File: src/core/tcm_params.svh
// Constants for the timer capture and external match block
`ifndef TCM_PARAMS_SVH
`define TCM_PARAMS_SVH

// Register byte addresses, timer 0 and timer 1
`define TCM_T0_CTRL_ADDR 32'h4000_c028
`define TCM_T0_SNAP_ADDR 32'h4000_c02c
`define TCM_T0_EMR_ADDR  32'h4000_c03c
`define TCM_T1_CTRL_ADDR 32'h4001_0028
`define TCM_T1_SNAP_ADDR 32'h4001_002c
`define TCM_T1_EMR_ADDR  32'h4001_003c

// Snapshot control field positions and width
`define TCM_CC_RISE_BIT  0
`define TCM_CC_FALL_BIT  1
`define TCM_CC_IRQ_BIT   2
`define TCM_CC_W         3

// External match register layout
`define TCM_EMR_W        12
`define TCM_EMR_ACT_LSB  4
`define TCM_CH_N         4
`define TCM_PIN_N        3

// Match actions
`define TCM_ACT_KEEP     2'h0
`define TCM_ACT_CLR      2'h1
`define TCM_ACT_SET      2'h2
`define TCM_ACT_TGL      2'h3

// Reset values
`define TCM_CC_RST       3'h0
`define TCM_SNAP_RST     16'h0000
`define TCM_EMR_RST      12'h000
`define TCM_DATA_RST     32'h0000_0000

// Which match channels own a pin on each timer
`define TCM_T0_PIN_MASK  3'h3
`define TCM_T1_PIN_MASK  3'h7

`endif

File: src/core/tcm_pkg.sv
// Types shared by the timer capture and external match block
package tcm_pkg;

  // Register selected by an APB address
  typedef enum logic [1:0] {
    TCM_SEL_NONE,
    TCM_SEL_CTRL,
    TCM_SEL_SNAP,
    TCM_SEL_EMR
  } tcm_sel_t;

  // APB answer phase
  typedef enum logic [0:0] {
    TCM_APB_IDLE,
    TCM_APB_ACK
  } tcm_apb_t;

  // Edge detector state
  typedef struct packed {
    logic meta;
    logic sync;
    logic prev;
  } tcm_sync_t;

  // Whole state of the top module
  typedef struct packed {
    tcm_apb_t    apb_ph;
    logic        pready;
    logic        pslverr;
    logic [31:0] prdata;
    logic [2:0]  cc;
    logic [15:0] snap;
    logic [11:0] ext_output_reg;
    logic [3:0]  eq_prev;
    logic        irq;
    logic [2:0]  pin_o;
    logic [2:0]  pin_oe;
  } tcm_state_t;

endpackage

File: src/core/tcm_edge_sync.sv
// Two-stage synchroniser with rising and falling edge detection
`timescale 1ns/10ps

module tcm_edge_sync (
  input  wire logic sys_clk,   // Timer clock
  input  wire logic sys_rst,   // Synchronous reset, high
  input  wire logic pin_in,    // Asynchronous pin level
  output logic      rise,      // One-cycle pulse on 0 then 1
  output logic      fall       // One-cycle pulse on 1 then 0
);

  tcm_pkg::tcm_sync_t sync_reg;
  tcm_pkg::tcm_sync_t sync_next;

  // ----------------------------------------------------------------
  // Sampling chain
  // ----------------------------------------------------------------
  // Edges are taken from stage two onward; the first stage may be metastable
  always_comb begin
    sync_next      = sync_reg;
    sync_next.meta = pin_in;
    sync_next.sync = sync_reg.meta;
    sync_next.prev = sync_reg.sync;
  end

  always_ff @(posedge sys_clk) begin
    if (sys_rst) begin
      sync_reg <= '0;
    end else begin
      sync_reg <= sync_next;
    end
  end

  // Successive sampled values compared: one transition, one pulse
  assign rise = sync_reg.sync & ~sync_reg.prev;
  assign fall = ~sync_reg.sync & sync_reg.prev;

endmodule

File: src/core/tcm_top.sv
// Capture and external match output logic of one 16-bit timer
//
// Behaviour
// - With rise_snapshot_en set, a 0-then-1 on the capture pin loads timer_count into snapshot_reg.
// - With fall_snapshot_en set, a 1-then-0 on the capture pin loads timer_count into snapshot_reg.
// - With both edge enables set, every transition of the capture pin is a capture event.
// - With snapshot_irq_en set, every capture load raises the interrupt.
// - snapshot_reg holds the 16-bit captured count in bits 15:0 and resets to zero.
// - ext_out_state0 always shows match output 0, pinned or not, and resets to 0.
// - On count equal to compare_value0, ext_action0 (bits 5:4) keeps, clears, sets or toggles bit 0.
// - On count equal to compare_value1, ext_action1 (bits 7:6) updates bit 1, reset 0.
// - On count equal to compare_value2, ext_action2 (bits 9:8) updates bit 2, even unpinned.
// - On count equal to compare_value3, ext_action3 (bits 11:10) updates bit 3, never pinned.
// - A pinned match bit drives its pin, 0 low and 1 high, when the pin selects the match function.
// - Timer 1 match bit 2 reaches its pin only when the pin selects the match function.
// - A match pin set for pulse width operation follows the PWM level; ext_out_state still follows the match action.
// - Action codes: 0 keep, 1 clear, 2 set, 3 toggle; each field resets to 00.
// - Each compare value is compared with the count at all times; the first cycle of equality is the match event.
//
// Local design decision: the APB register port.
`timescale 1ns/10ps
`include "tcm_params.svh"

module tcm_top #(
  parameter int TIMER_ID = 0                       // 0 or 1, picks addresses and pins
) (
  input  wire logic        sys_clk,                // Timer clock, 25 MHz
  input  wire logic        sys_rst,                // Synchronous reset, high
  input  wire logic        psel,                   // APB select
  input  wire logic        penable,                // APB enable
  input  wire logic        pwrite,                 // APB write
  input  wire logic [31:0] paddr,                  // APB byte address
  input  wire logic [31:0] pwdata,                 // APB write data
  output logic             pready,                 // APB ready, registered
  output logic [31:0]      prdata,                 // APB read data, registered
  output logic             pslverr,                // APB error on unmapped address
  input  wire logic [15:0] timer_count,            // Counter value, same clock
  input  wire logic [15:0] compare_value0,         // Compare register 0
  input  wire logic [15:0] compare_value1,         // Compare register 1
  input  wire logic [15:0] compare_value2,         // Compare register 2
  input  wire logic [15:0] compare_value3,         // Compare register 3
  input  wire logic        snapshot_input_pin,     // Capture pin, asynchronous
  input  wire logic [2:0]  pin_function_config,    // Pin selects match function
  input  wire logic [3:0]  pulse_width_config,     // Channel in PWM operation
  input  wire logic [3:0]  pwm_level,              // Level from PWM logic
  output logic             snapshot_irq,           // Capture interrupt pulse
  output logic [3:0]       ext_out_state,          // Match output bits
  output logic [2:0]       ext_pin_o,              // Match pin level
  output logic [2:0]       ext_pin_oe              // Match pin drive enable
);

  // ----------------------------------------------------------------
  // Elaboration checks and per-timer constants
  // ----------------------------------------------------------------
  if (TIMER_ID != 0 && TIMER_ID != 1) begin : g_bad_id
    $error("tcm_top: TIMER_ID must be 0 or 1");
  end

  localparam logic [31:0] CTRL_ADDR = (TIMER_ID == 0) ? `TCM_T0_CTRL_ADDR : `TCM_T1_CTRL_ADDR;
  localparam logic [31:0] SNAP_ADDR = (TIMER_ID == 0) ? `TCM_T0_SNAP_ADDR : `TCM_T1_SNAP_ADDR;
  localparam logic [31:0] EMR_ADDR  = (TIMER_ID == 0) ? `TCM_T0_EMR_ADDR  : `TCM_T1_EMR_ADDR;
  // Timer 0 has no pin for channel 2; timer 1 pins out channels 0 to 2
  localparam logic [2:0]  PIN_MASK  = (TIMER_ID == 0) ? `TCM_T0_PIN_MASK : `TCM_T1_PIN_MASK;

  // ----------------------------------------------------------------
  // Functions
  // ----------------------------------------------------------------
  // Address decode, shared by read and write paths
  function automatic tcm_pkg::tcm_sel_t reg_decode(input logic [31:0] addr);
    tcm_pkg::tcm_sel_t sel;
    sel = tcm_pkg::TCM_SEL_NONE;
    if (addr == CTRL_ADDR) begin
      sel = tcm_pkg::TCM_SEL_CTRL;
    end else if (addr == SNAP_ADDR) begin
      sel = tcm_pkg::TCM_SEL_SNAP;
    end else if (addr == EMR_ADDR) begin
      sel = tcm_pkg::TCM_SEL_EMR;
    end
    return sel;
  endfunction

  // Next value of one match bit under a two-bit action code
  function automatic logic match_action(input logic [1:0] act, input logic cur);
    logic res;
    res = cur;
    case (act)
      `TCM_ACT_KEEP: res = cur;
      `TCM_ACT_CLR:  res = 1'b0;
      `TCM_ACT_SET:  res = 1'b1;
      `TCM_ACT_TGL:  res = ~cur;
      default:       res = cur;
    endcase
    return res;
  endfunction

  // ----------------------------------------------------------------
  // Capture pin edges
  // ----------------------------------------------------------------
  logic pin_rise;
  logic pin_fall;

  tcm_edge_sync u_edge (
    .sys_clk (sys_clk),
    .sys_rst (sys_rst),
    .pin_in  (snapshot_input_pin),
    .rise    (pin_rise),
    .fall    (pin_fall)
  );

  // ----------------------------------------------------------------
  // Compare equality
  // ----------------------------------------------------------------
  // Equality is checked every cycle; the action fires on entry only, so a
  // count that dwells on one value under prescaling toggles just once
  logic [3:0]       cmp_eq;
  logic [3:0]       cmp_hit;
  tcm_pkg::tcm_sel_t req_sel;

  assign cmp_eq[0] = (timer_count == compare_value0);
  assign cmp_eq[1] = (timer_count == compare_value1);
  assign cmp_eq[2] = (timer_count == compare_value2);
  assign cmp_eq[3] = (timer_count == compare_value3);
  assign req_sel   = reg_decode(paddr);

  // ----------------------------------------------------------------
  // State
  // ----------------------------------------------------------------
  tcm_pkg::tcm_state_t st_reg;
  tcm_pkg::tcm_state_t st_next;

  assign cmp_hit = cmp_eq & ~st_reg.eq_prev;

  // Bus, capture and match next-state logic
  always_comb begin
    logic cap_fire;
    cap_fire       = 1'b0;
    st_next        = st_reg;
    st_next.irq    = 1'b0;
    st_next.eq_prev = cmp_eq;

    // APB slave: answers in the first access cycle
    case (st_reg.apb_ph)
      tcm_pkg::TCM_APB_IDLE: begin
        if (psel && !penable) begin
          st_next.apb_ph  = tcm_pkg::TCM_APB_ACK;
          st_next.pready  = 1'b1;
          st_next.pslverr = (req_sel == tcm_pkg::TCM_SEL_NONE);
          st_next.prdata  = `TCM_DATA_RST;
          case (req_sel)
            // Reserved control bits read as zero
            tcm_pkg::TCM_SEL_CTRL: st_next.prdata[`TCM_CC_W-1:0]  = st_reg.cc;
            tcm_pkg::TCM_SEL_SNAP: st_next.prdata[15:0]           = st_reg.snap;
            tcm_pkg::TCM_SEL_EMR:  st_next.prdata[`TCM_EMR_W-1:0] = st_reg.ext_output_reg;
            default:               st_next.prdata = `TCM_DATA_RST;
          endcase
        end
      end
      tcm_pkg::TCM_APB_ACK: begin
        st_next.apb_ph  = tcm_pkg::TCM_APB_IDLE;
        st_next.pready  = 1'b0;
        st_next.pslverr = 1'b0;
        if (psel && penable && pwrite) begin
          case (req_sel)
            tcm_pkg::TCM_SEL_CTRL: st_next.cc  = pwdata[`TCM_CC_W-1:0];
            tcm_pkg::TCM_SEL_EMR:  st_next.ext_output_reg = pwdata[`TCM_EMR_W-1:0];
            default:               st_next.cc  = st_next.cc;  // Snapshot is read-only
          endcase
        end
      end
      default: begin
        st_next.apb_ph = tcm_pkg::TCM_APB_IDLE;
        st_next.pready = 1'b0;
      end
    endcase

    // Capture: either enabled edge, or both when both are set
    if (pin_rise && st_reg.cc[`TCM_CC_RISE_BIT]) begin
      cap_fire = 1'b1;
    end
    if (pin_fall && st_reg.cc[`TCM_CC_FALL_BIT]) begin
      cap_fire = 1'b1;
    end
    if (cap_fire) begin
      st_next.snap = timer_count;
      st_next.irq  = st_reg.cc[`TCM_CC_IRQ_BIT];
    end

    // Match actions win over a software write of the same bit
    for (int i = 0; i < `TCM_CH_N; i++) begin
      if (cmp_hit[i]) begin
        st_next.ext_output_reg[i] = match_action(st_next.ext_output_reg[`TCM_EMR_ACT_LSB + 2*i +: 2],
                                      st_next.ext_output_reg[i]);
      end
    end

    // Pins: PWM level overrides the match bit; drive only when selected
    for (int i = 0; i < `TCM_PIN_N; i++) begin
      st_next.pin_oe[i] = PIN_MASK[i] & pin_function_config[i];
      st_next.pin_o[i]  = pulse_width_config[i] ? pwm_level[i]
                                                : st_next.ext_output_reg[i];
    end
  end

  // State register
  always_ff @(posedge sys_clk) begin
    if (sys_rst) begin
      st_reg         <= '0;
      st_reg.apb_ph  <= tcm_pkg::TCM_APB_IDLE;
      st_reg.cc      <= `TCM_CC_RST;
      st_reg.snap    <= `TCM_SNAP_RST;
      st_reg.ext_output_reg     <= `TCM_EMR_RST;
    end else begin
      st_reg <= st_next;
    end
  end

  // ----------------------------------------------------------------
  // Outputs, all straight from the state register
  // ----------------------------------------------------------------
  assign pready        = st_reg.pready;
  assign prdata        = st_reg.prdata;
  assign pslverr       = st_reg.pslverr;
  assign snapshot_irq  = st_reg.irq;
  // Bit 3 has no pin; it is visible here and in the register only
  assign ext_out_state = st_reg.ext_output_reg[`TCM_CH_N-1:0];
  assign ext_pin_o     = st_reg.pin_o;
  assign ext_pin_oe    = st_reg.pin_oe;

endmodule

File: config.mk
export PLATFORM = sky130hd
export DESIGN_NAME = tcm_top
export DESIGN_NICKNAME = d
export VERILOG_FILES = /design/src/core/tcm_pkg.sv /design/src/core/tcm_edge_sync.sv /design/src/core/tcm_top.sv
export VERILOG_INCLUDE_DIRS = /design/src /design/src/core
export SDC_FILE = /design/constraint.sdc
export NUM_CORES = 1
export LEC_CHECK = 0
export BUFFER_PORTS_ARGS = -buffer_cell sky130_fd_sc_hd__buf_2
export CORE_ASPECT_RATIO = 1.2
export CORE_UTILIZATION = 40
export DETAILED_ROUTE_END_ITERATION = 6
export PLACE_DENSITY = 0.77
export SLEW_MARGIN = 10
export SYNTH_ARGS = -nofsm -noshare
export SYNTH_HDL_FRONTEND = slang
export SYNTH_SLANG_ARGS = --single-unit
File: constraint.sdc
create_clock -name sys_clk -period 2.2 [get_ports sys_clk]
set_clock_uncertainty 0.1 [all_clocks]
set_input_delay 0.33 -clock sys_clk [delete_from_list [all_inputs] [get_ports sys_clk]]
set_output_delay 0.33 -clock sys_clk [all_outputs]
set_load 0.03 [all_outputs]
==> impl_metrics.py, run 1 <==
metrics = {
    "outcome": {
        "status": "completed",
    },
    "setup_path": {
        "end_kind": "register",
        "worstPathRequired_ps": 2320,
        "crit_type": "register to register",
        "startpoint_type": "register",
        "critical_path.max_fanout": 10,
        "arrival_ps": 2270,
    },
    "clocking": {
        "clock-root-buffer": "clkbuf_8",
        "cts_max_level": 3,
        "cts_tree": "yes",
        "postCtsSetupBuffers": 0,
        "path_clk_slew_ps": 70,
        "cts_buffers": 9,
        "clock_sinks": 63,
        "clock_latency_ps": 340,
        "cts_buffer_depth": 2,
    },
    "yosys": {
        "synthFlopType": "dfxtp_1",
        "synth_area_leader_cell": "dfxtp_1",
        "synthesis.area_mm2": 0.00361,
        "synth_seq_cells": 63,
        "avgSynthCellArea_um2": 9.27,
        "ys_seq_area_share_pct": 34.9,
        "ys.warnings.count": 0,
        "synth_edf_count": 0,
        "yosys-top-cells-count": "dfxtp_1 (63), nor2_1 (49), xnor2_1 (48), buf_4 (42), mux2i_1 (31)",
        "async_reset_ff_share_pct": 0,
        "ys_top_cells_by_area": "dfxtp_1 (35%), xnor2_1 (12%), buf_4 (8.7%), mux2i_1 (8.6%), nor2_1 (5.1%)",
        "yosysMostFrequentCell": "dfxtp_1",
        "syn_inst": 390,
        "yosysUniqueCellTypes": 42,
        "netlist.area_leader.share_pct": 34.9,
    },
    "route": {
        "first_iter_violations": 80,
        "avgViaCountPerCell": 4.90,
        "vias": 3241,
        "drc": 0,
        "wl_per_cell_um": 15.6,
        "wl_met2_um": 5310,
        "wl_met1_um": 4010,
        "highest_layer": "met4",
        "drtPass1Iterations": 4,
        "route.met3.wl_um": 719,
        "ant_nets": 0,
        "routed_wl_um": 10300,
    },
    "grt": {
        "grt_usage_pct": 22.1,
        "grt_pass1_wl_um": 15100,
        "grt_overflow": 0,
        "grt_max_degree": 40,
        "antenna_found_initial": 0,
        "grt_pass1_vias": 3116,
    },
    "finish": {
        "largest_register_ffs": 32,
        "num-nets-final": 701,
        "n_antenna_cell": 0,
        "drive_gt1_share_pct": 43.9,
        "area_growth_pct": 32.0,
        "final_util_pct": 55.1,
    },
    "min_path": {
        "hp-class": "input pin to register",
    },
    "power_and_ir_drop": {
        "powerDensity_mw_per_mm2": 586,
        "power_mw": 2.79,
        "p_leak_nw": 2.15,
        "ir_drop_mv": 0.321,
    },
    "sta": {
        "rsz0062_at_grt": "true",
        "fin_setup_tns_ps": 0,
        "hold_violations": 0,
        "max_freq_ghz": 0.465,
        "slew_viol_final": 0,
        "min_period_ps": 2150,
        "finalCritPeriodShare_pct": 97.7,
        "setup_violations": 0,
    },
    "floorplanning": {
        "start_util_pct": 41.7,
        "chipHeight_um": 106,
        "die_w_um": 88.8,
        "fp-row-count": 37,
        "num_io_pins": 206,
        "coreArea_mm2": 0.00866,
        "dieArea_mm2": 0.00942,
    },
    "placement": {
        "buffer_ports.inserted": 165,
        "gp_congestion": 0.893,
        "dp_hpwl_um": 8490,
    },
    "job": {
        "maxCapViolations": 0,
    },
}
==> worst max-delay path, stage by stage, from the launching register on <==
cell and delay [ps]:
dfxtp_2 320, and4_1 200, nand4_1 110, or3_4 420, buf_8 160, mux2_2 300
o31a_1 130, o311a_1 290
==> layer usage <==
layer  track usage [%]  vias up
met3              4.81       20
li1                  -     1576
met2              40.0      180
met1              23.8     1465
met5                 0        -
met4              10.5        0
==> stage by stage <==
| step | instance area [µm²] | setup WS (ps) | hold slack, ps | instances |
|---|---|---|---|---|
| after global routing | 4770 | -15.7 | 87.9 | 662 |
| after global placement | 4490 | -267 | 328 | 646 |
| after floorplan | 3730 | -16.8 | 314 | 406 |
| final | 4770 | 50.6 | 94.8 | 662 |
| after CTS | 4730 | 7.48 | 86.1 | 662 |
| after detailed placement | 4490 | -247 | 329 | 646 |
==> layout by cell type (no fill, tap or decap), types with 2 or more instances in the layout <==
cell type	instances
buf_2	165
nor2b_1	8
nand3b_1	3
a2111oi_0	2
nor3_1	2
xor2_1	16
nor4_1	7
nor4b_2	2
o31a_1	2
o21a_1	3
o2bb2ai_1	3
mux2_2	12
nor2_1	49
clkinv_2	2
a22oi_1	16
bufinv_16	3
dfxtp_1	62
mux2i_1	30
conb_1	17
clkbuf_8	9
nor4_4	4
buf_4	30
nand4_1	14
xnor2_1	48
nand2_1	4
nand2b_1	4
and3_1	2
o311a_1	4
==> layout make-up <==
| cell class | count | area, µm² |
|---|---|---|
| inverter | 2 | 7.51 |
| timing repair buffer | 196 | 1070 |
| tap | 117 | 146 |
| sequential | 63 | 1260 |
| clock inverter | 6 | 109 |
| fill | 778 | 3890 |
| multi-input combinational | 268 | 2050 |
| clock buffer | 10 | 128 |
==> power by group <==
part | leakage (nW) | internal, mW | switching, mW | total, mW
logic | 1.52 | 0.202 | 0.244 | 0.446
clock network | 0.120 | 0.751 | 0.444 | 1.19
registers | 0.510 | 1.15 | 0.00373 | 1.15
==> path summary, 6_finish.rpt <==
path / startpoint / end / slack (ps) / cells after the start
max: st_reg[76] / ext_pin_o[1] / 50 / 7
min: pin_function_config[1] / ext_pin_oe[1] / 90 / 2
max reg2reg: st_reg[76] / ext_pin_o[1] / 50 / 7
min reg2reg: u_edge.sync_next[1] / u_edge.sync_next[0] / 340 / 1
==> what timing repair did <==
item	CTS	global route
resized for setup	1	7
pin swaps	0	1
hold buffers	0	0
endpoints found under the setup margin	1	5
==> cells by family (layout without fill, tap and decap cells) <==
family	Yosys count	after routing	share of synthesized area (%)
other cells	1	17	0.104
simple gates	111	111	17.5
mux	43	43	12.3
compound gates	33	33	7.17
flops	63	63	34.9
buf+inv	75	214	12.5
xor+xnor	64	64	15.5
Power figures use the tool's default switching activity.
==> inputs of run 2 (changes only) <==
CORE_ASPECT_RATIO = default   (was 1.2)
==> run 2 against run 1 <==
  * First-iteration DRC count increased by 98%
  * Combinational power about the same
  * Power decreased by 12%
  * Via count about the same
  * Register-to-register slack improved by 60 ps
  * Global-route usage about the same
  * Design area decreased by 2.9%
  * Critical path depth unchanged
  * Routed wire length decreased by 0.48%
  * Die area about the same
  * Core utilization decreased by 2.0 points
  * Largest cell class unchanged
  * Largest power group is now registers
==> impl_metrics.py, run 2 (same netlist as run 1, synthesis figures left out) <==
metrics = {
    "setup_path": {
        "path_cells": "and4_1 -> nand4_1 -> or3_1 -> buf_6 -> mux2i_1 -> and3b_1 -> o311a_1",
        "arrival_ps": 2210,
        "path_depth": 7,
        "max_stage_delay_ps": 400,
        "path_delay_family": "simple AND/OR/NAND/NOR gates",
        "worstPathRequired_ps": 2320,
        "startpoint_type": "register",
        "crit_buf_inv": 1,
        "ff2ff_path_depth": 7,
        "critical_path.max_fanout": 10,
        "end_kind": "register",
        "cp_slowest_cell": "or3_1",
        "crit_type": "register to register",
    },
    "grt": {
        "grt_pass1_vias": 3308,
        "grt_max_degree": 41,
        "grt_overflow": 0,
        "antenna_found_initial": 0,
        "grt_usage_pct": 22.1,
        "grt_pass1_wl_um": 16200,
    },
    "route": {
        "drc": 0,
        "drtPass1Iterations": 4,
        "vias": 3239,
        "first_iter_violations": 158,
        "avgViaCountPerCell": 4.99,
        "wl_per_cell_um": 15.8,
        "routed_wl_um": 10300,
        "ant_nets": 0,
    },
    "placement": {
        "dpl_cell_area_mm2": 0.00446,
        "buffer_ports.inserted": 165,
        "place_inst": 634,
        "gp_congestion": 0.845,
        "dp_hpwl_um": 8370,
        "place_ws_ps": -213,
    },
    "floorplanning": {
        "num_io_pins": 206,
        "die_w_um": 97.0,
        "coreArea_mm2": 0.00872,
        "chipHeight_um": 97.0,
        "fp-row-count": 34,
        "start_util_pct": 41.4,
        "dieArea_mm2": 0.00942,
    },
    "finish": {
        "num-nets-final": 698,
        "final_cell_area_mm2": 0.00463,
        "n_antenna_cell": 0,
        "largest_register_ffs": 32,
        "drive_gt1_share_pct": 42.9,
        "n_fill_cell": 805,
        "fin_cells": 649,
        "area_growth_pct": 28.2,
        "layout_common_cells": "buf_2 (165), dfxtp_1 (63), nor2_1 (49), xnor2_1 (48), mux2i_1 (31)",
        "final_common_cell": "buf_2",
    },
    "sta": {
        "finalCritPeriodShare_pct": 94.8,
        "min_period_ps": 2090,
        "holdWs_ps": 104,
        "setup_violations": 0,
        "slew_viol_final": 0,
        "max_freq_ghz": 0.479,
        "hold_violations": 0,
        "max_slew_margin_pct": 62.5,
        "worst_pin_slew_ps": 549,
        "layout_setup_ws_ps": 114,
        "rsz0062_at_grt": "false",
    },
    "clocking": {
        "clock-root-buffer": "clkbuf_8",
        "clock_sinks": 63,
        "cts_tree": "yes",
        "postCtsHoldBufs": 0,
        "cts_max_level": 3,
        "cts_buffers": 9,
        "path_clk_slew_ps": 70,
        "cts_buffer_depth": 2,
        "clock_latency_ps": 340,
    },
    "power_and_ir_drop": {
        "ir_drop_mv": 0.262,
        "powerDensity_mw_per_mm2": 530,
        "p_leak_nw": 2.10,
        "power_mw": 2.45,
    },
    "min_path": {
        "hp-class": "input pin to register",
        "hold_depth": 2,
    },
    "outcome": {
        "status": "completed",
    },
    "job": {
        "maxCapViolations": 0,
    },
}
run 2: timing repair:
action                     4_1_cts  5_1_grt
setup buffers                    0        0
setup endpoints to repair        0        3
resized for setup                0        2
run 2: final timing paths:
path	end	start	slack [ps]
max	ext_pin_o[0]	st_reg[76]	110
min	ext_pin_oe[1]	pin_function_config[1]	100
max reg2reg	ext_pin_o[0]	st_reg[76]	110
min reg2reg	u_edge.sync_next[0]	u_edge.sync_next[1]	360
run 2: layer usage:
| layer | routed length (µm) | vias up | global-route usage [%] |
|---|---|---|---|
| li1 | - | 1567 | - |
| met3 | 609 | 25 | 4.41 |
| met1 | 4100 | 1496 | 24.3 |
| met4 | 347 | 0 | 12.5 |
| met5 | 0 | - | 0 |
| met2 | 5230 | 151 | 39.4 |
run 2: cell type report:
class | instances | area, µm² | share of cell area [%]
inverters | 2 | 7.51 | 0.162
flip-flops and latches | 63 | 1260 | 27.2
well taps | 108 | 135 | 2.92
repair buffers | 193 | 1040 | 22.4
clock buffers | 11 | 141 | 3.05
multi-input cells | 268 | 2020 | 43.7
clock inverters | 4 | 22.5 | 0.486
run 2: stage by stage:
step	util [%]	setup TNS, ps
floorplan	-	-16.8
global placement	51.1	-1000
detailed placement	51.1	-1570
CTS	53.0	0
global route	53.1	0
finish	53.1	0
run 2: power by group:
group / switching, mW / leakage, nW / total [mW] / internal [mW]
registers: 0.00392 / 0.509 / 1.15 / 1.15
logic: 0.239 / 1.51 / 0.443 / 0.203
clock network: 0.430 / 0.0850 / 0.857 / 0.427
run 2: worst register-to-register path, cell delays in order (launching register included):
cell,delay [ps]
dfxtp_1,330
and4_1,180
nand4_1,90
or3_1,400
buf_6,170
mux2i_1,190
and3b_1,210
o311a_1,320
==> inputs of run 3 (changes only) <==
CORE_UTILIZATION = 41   (was 40)
CTS_BUF_LIST = sky130_fd_sc_hd__clkbuf_4   (was default)
PLACE_DENSITY = 0.78   (was 0.77)
==> run 3 against run 2 <==
  * First-iteration DRC count down 38%
  * Worst hold slack got worse by 82 ps
  * Die area decreased by 2.4%
  * Global-route usage rose by 0.21 points
  * Flip-flop and latch count stayed put
  * Combinational power rose by 2%
  * Register-to-register slack worse by 30 ps
  * Routed wire length down 1.9%
  * Sequential share of layout area shrank 0.27 points
  * Sequential power about the same
==> impl_metrics.py, run 3 (same netlist as run 1, synthesis figures left out) <==
metrics = {
    "finish": {
        "n_fill_cell": 787,
        "fin_cells": 653,
        "final_util_pct": 55.8,
        "layout_common_cells": "buf_2 (165), dfxtp_1 (63), nor2_1 (49), xnor2_1 (48), buf_4 (33)",
        "multiInputGateArea_mm2": 0.00205,
        "final_common_cell": "buf_2",
        "num-nets-final": 704,
        "n_antenna_cell": 0,
        "largest_register_ffs": 32,
        "final-seq-area_mm2": 0.00126,
        "drive_gt1_share_pct": 44.3,
        "area_growth_pct": 29.5,
    },
    "power_and_ir_drop": {
        "switchingPower_mw": 0.685,
        "clockPowerShare_pct": 33.0,
        "p_int_mw": 1.71,
        "pwr-share-seq_pct": 48.2,
        "power_switching_share_pct": 28.6,
        "powerDensity_mw_per_mm2": 512,
        "p_comb_share_pct": 18.8,
        "ir_drop_mv": 0.268,
        "p_leak_nw": 2.10,
    },
    "clocking": {
        "cts_buffers": 9,
        "cts_tree": "yes",
        "cts_max_level": 3,
        "cts_buffer_depth": 2,
        "clock-root-buffer": "clkbuf_4",
        "path_clk_slew_ps": 120,
        "clock_sinks": 63,
        "clock_latency_ps": 410,
        "postCtsHoldBufs": 0,
    },
    "route": {
        "wl_per_cell_um": 15.4,
        "drc": 0,
        "vias": 3265,
        "avgViaCountPerCell": 5.00,
        "routed_wl_um": 10100,
        "drtPass1Iterations": 5,
        "first_iter_violations": 98,
        "ant_nets": 0,
    },
    "setup_path": {
        "startpoint_type": "register",
        "worstPathRequired_ps": 2410,
        "max_stage_delay_ps": 390,
        "arrival_ps": 2320,
        "end_kind": "register",
        "critical_path.max_fanout": 11,
        "cp_slowest_cell": "or3_1",
        "crit_type": "register to register",
        "path_cells": "and4_1 -> nand4_1 -> or3_1 -> buf_6 -> mux2_2 -> o31a_1 -> o311a_1",
    },
    "grt": {
        "grt_pass1_wl_um": 15100,
        "grt_max_degree": 48,
        "grt_pass1_vias": 3128,
        "grt_usage_pct": 22.3,
        "antenna_found_initial": 0,
        "grt_overflow": 0,
    },
    "floorplanning": {
        "die_w_um": 95.9,
        "dieArea_mm2": 0.00919,
        "num_io_pins": 206,
        "fp-row-count": 33,
        "coreArea_mm2": 0.00838,
        "start_util_pct": 43.1,
        "chipHeight_um": 95.9,
    },
    "placement": {
        "place_inst": 637,
        "dp_hpwl_um": 8210,
        "buffer_ports.inserted": 165,
        "gp_congestion": 0.868,
    },
    "sta": {
        "setup_violations": 0,
        "max_freq_ghz": 0.474,
        "hold_violations": 0,
        "max_slew_margin_pct": 21.0,
        "worst_pin_slew_ps": 1190,
        "slew_viol_final": 0,
        "finalCritPeriodShare_pct": 96.0,
        "min_period_ps": 2110,
        "rsz0062_at_grt": "false",
    },
    "outcome": {
        "status": "completed",
    },
    "job": {
        "maxCapViolations": 0,
    },
    "min_path": {
        "hp-class": "input pin to register",
    },
}
-- run 3: cell count changes in the layout (fill, tap and decap cells not counted) --
cell	change
inv_6	+1
clkbuf_8	-10
nor4_2	-1
clkinv_2	-1
bufinv_16	+1
buf_4	+6
clkbuf_1	-1
mux2i_4	+1
mux2i_2	+2
nor4_4	+1
clkinv_4	+1
clkbuf_4	+9
clkinvlp_4	+1
mux2i_1	-3
-- run 3: stage by stage --
stage	power, mW	hold WS (ps)	setup slack [ps]	instance area [µm²]	setup TNS, ps
after floorplan	1.45	314	-16.8	3730	-16.8
after global placement	1.62	332	-171	4500	-1070
after detailed placement	1.63	336	-253	4500	-1700
after CTS	2.41	3.07	18.3	4640	0
after global routing	2.50	4.87	0.178	4680	0
final	2.39	21.8	89.0	4680	0
-- run 3: metal layers --
layer / track usage [%] / wire, µm / up-vias
met5: 0 / 0 / -
met4: 9.83 / 240 / 0
met3: 3.79 / 592 / 18
met2: 39.6 / 5040 / 164
met1: 26.3 / 4220 / 1495
li1: - / - / 1588
-- run 3: power groups by stage --
stage | Sequential [mW] | Combinational [mW] | Clock [mW]
floorplan | 1.18 | 0.267 | 0
detailed placement | 1.18 | 0.450 | 0
finish | 1.15 | 0.450 | 0.790
CTS | 1.15 | 0.451 | 0.808
global placement | 1.18 | 0.439 | 0
global route | 1.16 | 0.484 | 0.862
-- run 3: path summary, 6_finish.rpt --
| path | start | endpoint | slack, ps | cells past startpoint |
|---|---|---|---|---|
| max reg2reg | st_reg[76] | ext_pin_o[1] | 90 | 7 |
| min | pin_function_config[1] | ext_pin_oe[1] | 20 | 2 |
| min reg2reg | u_edge.sync_next[1] | u_edge.sync_next[0] | 370 | 1 |
| max | st_reg[76] | ext_pin_o[1] | 90 | 7 |
-- run 3: layout make-up --
class                           instances  share of cell area (%)
Multi-Input combinational cell        268                    43.9
Sequential cell                        63                    27.0
Timing Repair Buffer                  199                    23.2
Tap cell                              105                    2.81
Clock inverter                          7                    1.55
Clock buffer                            9                    1.44
Inverter                                2                   0.160
-- run 3: what timing repair did --
action,4_1_cts,5_1_grt
gates resized for setup,0,7
buffers inserted,0,0
endpoints found under the setup margin,0,4
-- run 3: critical path, delay by kind of cell, from the launching register on --
| kind | cells | cell delay, ps |
|---|---|---|
| simple gates | 3 | 660 |
| mux | 1 | 310 |
| buf+inv | 1 | 180 |
| compound gates | 2 | 430 |
| flops | 1 | 340 |
